==> config.mk <==
export PLATFORM = sky130hd
export DESIGN_NAME = pcr_ch1_cfg
export DESIGN_NICKNAME = d
export VERILOG_FILES = /design/src/rtl/pcr_pkg.sv /design/src/rtl/pcr_ch1_cfg.sv
export SDC_FILE = /design/constraint.sdc
export NUM_CORES = 1
export LEC_CHECK = 0
export BUFFER_PORTS_ARGS = -buffer_cell sky130_fd_sc_hd__buf_4
export CORE_AREA = 2 2 111 113
export CTS_CLUSTER_DIAMETER = 80
export DETAILED_ROUTE_END_ITERATION = 10
export DIE_AREA = 0 0 113 115
export PLACE_DENSITY_LB_ADDON = 0.1
export SLEW_MARGIN = 25
export SYNTH_ARGS = -nofsm -noshare
export SYNTH_HDL_FRONTEND = slang
export SYNTH_SLANG_ARGS = --single-unit
==> constraint.sdc <==
create_clock -name MCLK -period 4.4 [get_ports MCLK]
set_input_delay 0.66 -clock MCLK [delete_from_list [all_inputs] [get_ports MCLK]]
set_output_delay 0.66 -clock MCLK [all_outputs]
set_load 0.005 [all_outputs]
==> src/rtl/pcr_pkg.sv <==
// shared constants and types for the channel one configuration registers
package pcr_pkg;
  // register indices on the register access port
  localparam logic [5:0]  ADDR_GENERAL_CFG   = 6'h11;
  localparam logic [5:0]  ADDR_SLOT12_FMT    = 6'h12;
  localparam logic [5:0]  ADDR_SLOT34_FMT    = 6'h13;
  localparam logic [5:0]  ADDR_DIRECT_CMD    = 6'h1E;
  // reset values
  localparam logic [15:0] RST_GENERAL_CFG    = 16'h0101;
  localparam logic [15:0] RST_SLOT_FMT       = 16'h0514;
  // writable bits per register, reserved bits read zero
  localparam logic [15:0] MASK_GENERAL_CFG   = 16'hBFF7;
  localparam logic [15:0] MASK_SLOT12_FMT    = 16'h1FFF;
  localparam logic [15:0] MASK_SLOT34_FMT    = 16'h0FFF;
  // direct command that ends the programming phase
  localparam logic [15:0] CMD_END_OF_PROGRAMMING_PHASE    = 16'h1111;
  // general config field positions, then the bootstrap bit of the slot 1/2 register
  localparam int          POS_ODD_CHECK      = 15;
  localparam int          POS_SYNC_AMP       = 13;
  localparam int          POS_PIN_ROLE       = 12;
  localparam int          POS_MON_LO         = 10;
  localparam int          POS_ILIM_LO        = 8;
  localparam int          POS_INIT_CAP       = 7;
  localparam int          POS_SLOTS_LO       = 4;
  localparam int          POS_RATE_LO        = 1;
  localparam int          POS_SYNC_MODE      = 0;
  localparam int          POS_BOOT_DIS       = 12;
  // slot format field positions inside a slot-pair register
  localparam int          POS_LOW_SLOT       = 0;
  localparam int          POS_HIGH_SLOT      = 6;
  localparam int          POS_CHECK_IN_SLOT  = 5;
  // data length and slot count decode limits
  localparam logic [4:0]  LEN_MIN            = 5'h08;
  localparam logic [4:0]  LEN_MAX            = 5'h1C;
  localparam logic [4:0]  LEN_DEFAULT        = 5'h14;
  localparam logic [2:0]  SLOTS_MIN          = 3'h1;
  localparam logic [2:0]  SLOTS_MAX          = 3'h6;
  localparam logic [2:0]  SLOTS_DEFAULT      = 3'h3;
  localparam int          NUM_SLOTS          = 4;

  typedef enum logic [1:0] {MON_OFF = 2'b00, MON_STANDARD = 2'b01, MON_SIMPLE = 2'b10} pcr_mon_t;
  typedef enum logic [1:0] {ILIM_19MA = 2'b00, ILIM_35MA = 2'b01, ILIM_45MA = 2'b10} pcr_ilim_t;
  typedef enum logic [1:0] {RATE_125K = 2'b00, RATE_189K = 2'b01, RATE_83K = 2'b10} pcr_rate_t;

  typedef struct packed {
    logic      sync_amplitude_select;
    logic      output_pin_role;
    pcr_mon_t  slot_monitor_select;
    pcr_ilim_t idle_current_limit;
    logic      init_capture_enable;
    logic [2:0] slot_count;
    pcr_rate_t line_rate_select;
    logic      synchronous_mode_enable;
    logic      bootstrap_disable;
  } pcr_cfg_t;

  typedef struct packed {
    logic       slot_check_type;
    logic [4:0] slot_data_length;
  } pcr_slot_t;
endpackage

==> src/rtl/pcr_ch1_cfg.sv <==
// channel one configuration registers with decoded settings for the channel logic
`timescale 1ns/1ps
// Overview of operation
// - general config bit 15 makes the whole word odd parity; even writes refused
// - bit 13 picks sync step: 0 gives 2.5 V, 1 gives 3.5 V
// - bit 12 picks output pin role: 0 sensor data, 1 interrupt
// - bits 11:10 monitoring: 00/11 off, 01 standard, 10 simple
// - bits 9:8 idle current: 00 19 mA, 01/11 35 mA, 10 45 mA
// - bit 7 set stores sensor init data in its buffer
// - bits 6:4 give 1 to 6 slots; other codes mean 3
// - bits 2:1 rate: 00/11 125k, 01 189k, 10 83.3k
// - bit 0 clear gives async mode without sync pulses, set gives sync
// - slot 1/2 register bit 12 set disables the bootstrap circuit
// - per slot check bit: 0 CRC, 1 parity
// - per slot length 01000..11100 gives 8..28 bits, else 20
// - lower slot bits 5 and 4:0, higher slot bits 11 and 10:6
// - slot 1 format used for all slots if init capture, simple monitor, async
// - propagation never alters stored fields of the other slots
// - end of programming command locks writes until any reset
module pcr_ch1_cfg (
  input  wire logic                                 MCLK,
  input  wire logic                                 RST_N,
  input  wire logic                                 REG_WR,
  input  wire logic                                 REG_RD,
  input  wire logic [5:0]                           REG_ADDR,
  input  wire logic [15:0]                          REG_WDATA,
  output logic      [15:0]                          REG_RDATA,
  output logic                                      REG_PAR_ERR,
  output logic                                      PROGRAMMING_PHASE_PHASE,
  output pcr_pkg::pcr_cfg_t                         CH_CFG,
  output pcr_pkg::pcr_slot_t [pcr_pkg::NUM_SLOTS-1:0] SLOT_FMT
);
  import pcr_pkg::*;

  logic [15:0] cr1_r, cr1_nxt;
  logic [15:0] cr2_r, cr2_nxt;
  logic [15:0] cr3_r, cr3_nxt;
  logic        programming_phase_r, programming_phase_nxt;
  logic [15:0] rdata_r, rdata_nxt;
  logic        perr_r, perr_nxt;
  pcr_cfg_t    cfg_r, cfg_nxt;
  pcr_slot_t [NUM_SLOTS-1:0] fmt_r, fmt_nxt;
  pcr_slot_t [NUM_SLOTS-1:0] raw_fmt;
  logic        wr_cr1, wr_cr2, wr_cr3, wr_dcr;
  logic        parity_ok;
  logic        propagate;

  function automatic logic [4:0] decode_len(input logic [4:0] code);
    // codes in range are the bit count directly
    if (code >= LEN_MIN && code <= LEN_MAX) begin
      decode_len = code;
    end else begin
      decode_len = LEN_DEFAULT;
    end
  endfunction

  // write decode and lock
  always_comb begin
    parity_ok = ^REG_WDATA;
    wr_cr1    = REG_WR && programming_phase_r && (REG_ADDR == ADDR_GENERAL_CFG);
    wr_cr2    = REG_WR && programming_phase_r && (REG_ADDR == ADDR_SLOT12_FMT);
    wr_cr3    = REG_WR && programming_phase_r && (REG_ADDR == ADDR_SLOT34_FMT);
    wr_dcr    = REG_WR && (REG_ADDR == ADDR_DIRECT_CMD);
    cr1_nxt   = cr1_r;
    cr2_nxt   = cr2_r;
    cr3_nxt   = cr3_r;
    perr_nxt  = 1'b0;
    programming_phase_nxt  = programming_phase_r;
    if (wr_cr1 && parity_ok) begin
      cr1_nxt = REG_WDATA & MASK_GENERAL_CFG;
    end
    if (wr_cr1 && !parity_ok) begin
      perr_nxt = 1'b1;
    end
    // only host writes reach these, propagation leaves them alone
    if (wr_cr2) begin
      cr2_nxt = REG_WDATA & MASK_SLOT12_FMT;
    end
    if (wr_cr3) begin
      cr3_nxt = REG_WDATA & MASK_SLOT34_FMT;
    end
    // once cleared only a reset brings it back
    if (wr_dcr && REG_WDATA == CMD_END_OF_PROGRAMMING_PHASE) begin
      programming_phase_nxt = 1'b0;
    end
  end

  // readback; the command register is write only and reads zero
  always_comb begin
    rdata_nxt = rdata_r;
    if (REG_RD) begin
      case (REG_ADDR)
        ADDR_GENERAL_CFG: begin
          rdata_nxt = cr1_r;
        end
        ADDR_SLOT12_FMT: begin
          rdata_nxt = cr2_r;
        end
        ADDR_SLOT34_FMT: begin
          rdata_nxt = cr3_r;
        end
        default: begin
          rdata_nxt = 16'h0000;
        end
      endcase
    end
  end

  // slot format extraction, one entry per slot
  genvar g;
  generate
    for (g = 0; g < NUM_SLOTS; g++) begin : g_slot
      localparam int LO = (g % 2 == 0) ? POS_LOW_SLOT : POS_HIGH_SLOT;
      logic [15:0] src;
      assign src = (g < 2) ? cr2_r : cr3_r;
      assign raw_fmt[g].slot_check_type  = src[LO + POS_CHECK_IN_SLOT];
      assign raw_fmt[g].slot_data_length = src[LO +: 5];
    end
  endgenerate

  // decoded settings for the channel logic
  always_comb begin
    propagate = cr1_r[POS_INIT_CAP]
             || (cr1_r[POS_MON_LO +: 2] == MON_SIMPLE)
             || !cr1_r[POS_SYNC_MODE];
    cfg_nxt.sync_amplitude_select   = cr1_r[POS_SYNC_AMP];
    cfg_nxt.output_pin_role         = cr1_r[POS_PIN_ROLE];
    case (cr1_r[POS_MON_LO +: 2])
      2'b01: begin
        cfg_nxt.slot_monitor_select = MON_STANDARD;
      end
      2'b10: begin
        cfg_nxt.slot_monitor_select = MON_SIMPLE;
      end
      default: begin
        cfg_nxt.slot_monitor_select = MON_OFF;
      end
    endcase
    case (cr1_r[POS_ILIM_LO +: 2])
      2'b00: begin
        cfg_nxt.idle_current_limit = ILIM_19MA;
      end
      2'b10: begin
        cfg_nxt.idle_current_limit = ILIM_45MA;
      end
      default: begin
        cfg_nxt.idle_current_limit = ILIM_35MA;
      end
    endcase
    cfg_nxt.init_capture_enable = cr1_r[POS_INIT_CAP];
    if (cr1_r[POS_SLOTS_LO +: 3] >= SLOTS_MIN && cr1_r[POS_SLOTS_LO +: 3] <= SLOTS_MAX) begin
      cfg_nxt.slot_count = cr1_r[POS_SLOTS_LO +: 3];
    end else begin
      cfg_nxt.slot_count = SLOTS_DEFAULT;
    end
    case (cr1_r[POS_RATE_LO +: 2])
      2'b01: begin
        cfg_nxt.line_rate_select = RATE_189K;
      end
      2'b10: begin
        cfg_nxt.line_rate_select = RATE_83K;
      end
      default: begin
        cfg_nxt.line_rate_select = RATE_125K;
      end
    endcase
    cfg_nxt.synchronous_mode_enable = cr1_r[POS_SYNC_MODE];
    cfg_nxt.bootstrap_disable       = cr2_r[POS_BOOT_DIS];
    for (int i = 0; i < NUM_SLOTS; i++) begin
      // host may leave other slots stale, so slot 1 is forced here
      fmt_nxt[i].slot_check_type  = propagate ? raw_fmt[0].slot_check_type
                                              : raw_fmt[i].slot_check_type;
      fmt_nxt[i].slot_data_length = decode_len(propagate ? raw_fmt[0].slot_data_length
                                                         : raw_fmt[i].slot_data_length);
    end
  end

  always_ff @(posedge MCLK or negedge RST_N) begin
    if (!RST_N) begin
      cr1_r   <= RST_GENERAL_CFG;
      cr2_r   <= RST_SLOT_FMT;
      cr3_r   <= RST_SLOT_FMT;
      programming_phase_r  <= 1'b1;
      rdata_r <= 16'h0000;
      perr_r  <= 1'b0;
      cfg_r   <= '0;
      fmt_r   <= '0;
    end else begin
      cr1_r   <= cr1_nxt;
      cr2_r   <= cr2_nxt;
      cr3_r   <= cr3_nxt;
      programming_phase_r  <= programming_phase_nxt;
      rdata_r <= rdata_nxt;
      perr_r  <= perr_nxt;
      cfg_r   <= cfg_nxt;
      fmt_r   <= fmt_nxt;
    end
  end

  assign REG_RDATA   = rdata_r;
  assign REG_PAR_ERR = perr_r;
  assign PROGRAMMING_PHASE_PHASE  = programming_phase_r;
  assign CH_CFG      = cfg_r;
  assign SLOT_FMT    = fmt_r;
endmodule

==> impl_results.md <==
* Status: finished, violations left
* Failing checks: design-rule violations
* Unrepaired setup endpoints after global routing: false
* Initial antenna violation count at 0
* Tcrit/Tclk final at 52.1%
* H-tree Lvls at 3
* Die Y at 115 um
* Crit-path slowest cell: mux2_4
* Core area at 11800 sq um
* CTS tree: done
* Final #Nets at 440
* Die width at 113 um
* Wire per inst at 17.7 um
* # hold bufs at CTS at 0
* Post-route DRC at 6
* Crit path launch type: input port
* Clock sinks at 94
* Slowest cell delay on critical path at 410 ps
* Skew-Pair Late Insertion Delay at 340 ps
* Max cap viols at 0
* Die footprint at 13000 sq um
* IO Port Bufs at 80
* Crit path time final at 2290 ps
* Final hold violations at 0
* FILL cells at 1160
* CP cell instances: buf_4 > inv_1 > ha_1 > xor2_1 > xnor2_1 > xnor2_1 > nand2_2 > mux2_4
* Setup crit end kind: flop
* Netlist Area Pre-Place at 4060 sq um
* Drt first pass iters at 7
* Crit Path Class: input port to flop
* Most frequent cells in the layout: 84 x buf_4, 83 x dfrtp_1, 34 x inv_1, 24 x mux2_2, 22 x mux2_4
* Routability cong. at 0.810
* Main synth FF type: dfrtp_1
* Final hold slack at 207 ps
* Inserted Clock Buffers at 9
* Largest net degree at the start of global routing at 74
* Worst vdd ir at 0.000198 V
* Avg Cell Area, Syn at 12.6 sq um
* Slew headroom at 47.1%
* # rows at 40
* Slew Viols, Final at 0
* Most common cell after layout, fill and taps aside: buf_4
* Worst min path class: input port to async pin
* Setup repair bufs after CTS at 0
* Area Overhead vs Synth at 26.2%
* Place WS at 1750 ps
* Leakage Power at 2.52 nW
* YS warnings at 0
* CTS resizes at 0
* Async S/R FF share, synth at 100%
* Initial core utilization at 34.4%
* Critical Path AT at 2520 ps
* Vias/cell at 4.92
* Transition time of the tightest slew-check pin at 791 ps
* Synthesized instance count at 323
* Number of synthesized flops with an enable pin at 0
* Clock slew at reported path FFs at 60 ps
* Mapped Nets at 357
* Total global-route track usage at 16.2%
* Dpl hpwl at 7050 um
* GRT overflow at 0
* Io pins at 82
* Yosys reg bits at 94
* Required @ worst endpoint at 4620 ps
* Vias after detailed routing at 2748
* Clock root buffer: clkbuf_16
* Synth unique cells at 36
* Layout cells sized above 1 at 40.4%
* Setup ws final at 2110 ps
* Post-Route WL at 9860 um
* Most common cell on crit path: xnor2_1
* Vias in the first global route at 2809
* DRT antenna net count at 0
* # diodes at 0
* Max Freq at 436 MHz
* CP Max Fanout at 14
* Setup Total Neg Slack at 0 ps
* Cell Pwr Density at 343 nW/um^2
* Worst-case clock buffer depth at 2
* Register area share after synthesis at 58.3%
* Final setup fails at 0
* 1st-iter DRT viols at 150
* Global-route wire length before repair at 15700 um
* Clock Skew at 4.01 ps
[routing by layer]
layer,global-route usage (%),wire length (um),vias up
met5,0,0,-
met4,6.18,194,0
met3,3.58,423,13
met2,24.4,4410,73
met1,23.0,4830,1384
li1,-,-,1278
[cells in the mapped netlist, types with 2 or more instances]
library cell	number	area share, %
dfrtp_1	83	51
inv_1	34	3.1
mux2_2	24	6.7
mux2_4	22	8.1
nand2_1	21	1.9
o22ai_1	15	2.3
nor2_1	14	1.3
a22oi_1	12	2.2
o21ai_0	12	1.5
dfstp_2	11	7.1
clkbuf_1	8	0.74
ha_1	8	2.5
nor2b_1	8	1.2
xnor2_1	6	1.3
nand3_1	5	0.62
o211ai_1	5	0.92
a31o_2	3	0.65
a31oi_1	3	0.46
buf_6	3	0.83
nand2_2	3	0.46
nand4_1	3	0.46
o21bai_1	3	0.55
buf_4	2	0.37
mux2i_1	2	0.49
nand2b_1	2	0.31
[worst paths after layout]
kind,startpoint,end,slack [ps],depth (start not counted)
hold / removal,RST_N,SLOT_FMT[4],210,1
setup reg to reg,PROGRAMMING_PHASE_PHASE,cr2_r[6],2530,3
min in group MCLK,cr2_r[12],CH_CFG[0],410,0
setup / recovery,REG_WDATA[10],cr1_r[9],2110,8
hold reg to reg,cr2_r[12],CH_CFG[0],410,0
max in group asynchronous,RST_N,cr3_r[2],3230,3
[logic make-up (layout without fill, tap and decap cells)]
kind of cell / Yosys count / in the layout / synth area share [%]
compound gates: 56 / 56 / 9.12
buf+inv: 47 / 135 / 5.08
xor+xnor: 7 / 7 / 1.51
simple gates: 62 / 62 / 8.19
fa+ha+maj: 8 / 8 / 2.46
other cells: 1 / 1 / 0.0923
mux: 48 / 48 / 15.3
flops: 94 / 94 / 58.3
[power breakdown]
group / switching, mW / total, mW / internal [mW]
logic: 0.0645 / 0.109 / 0.0440
registers: 0.000236 / 0.865 / 0.865
clock network: 0.327 / 0.783 / 0.456
[layout make-up]
class	count	area, sq um	share of cell area, %
Clock buffer	11	243	4.74
Clock inverter	5	58.8	1.15
Inverter	34	128	2.49
Multi-Input combinational cell	182	1490	29.0
Sequential cell	94	2370	46.2
Tap cell	147	184	3.59
Timing Repair Buffer	85	658	12.8
[stage by stage]
| step | total power, mW | instances | util, % | cell area, sq um |
|---|---|---|---|---|
| finish | 1.76 | 558 | 43.4 | 5130 |
| global route | 1.82 | 558 | 43.4 | 5130 |
| CTS | 1.78 | 557 | 43.2 | 5100 |
| detailed placement | 0.989 | 541 | 40.6 | 4800 |
| global placement | 0.988 | 541 | 40.6 | 4800 |
| floorplan | 0.931 | 323 | - | 4060 |
[worst max-delay path: cells and delay by family]
kind                     cells  cell delay [ps]
XOR/XNOR                     3              570
multiplexers                 1              410
AND/OR/NAND/NOR              1              380
adder cells (fa/ha/maj)      1              300
buffers and inverters        2              180
[state kept, by name, summed over array words and instances, names as in the netlist]
register / flops
SLOT_FMT: 24
REG_RDATA: 15
CH_CFG: 14
cr1_r: 14
cr2_r: 13
cr3_r: 12
PROGRAMMING_PHASE_PHASE: 1
REG_PAR_ERR: 1
No activity file was read; power rests on OpenSTA's default activity.
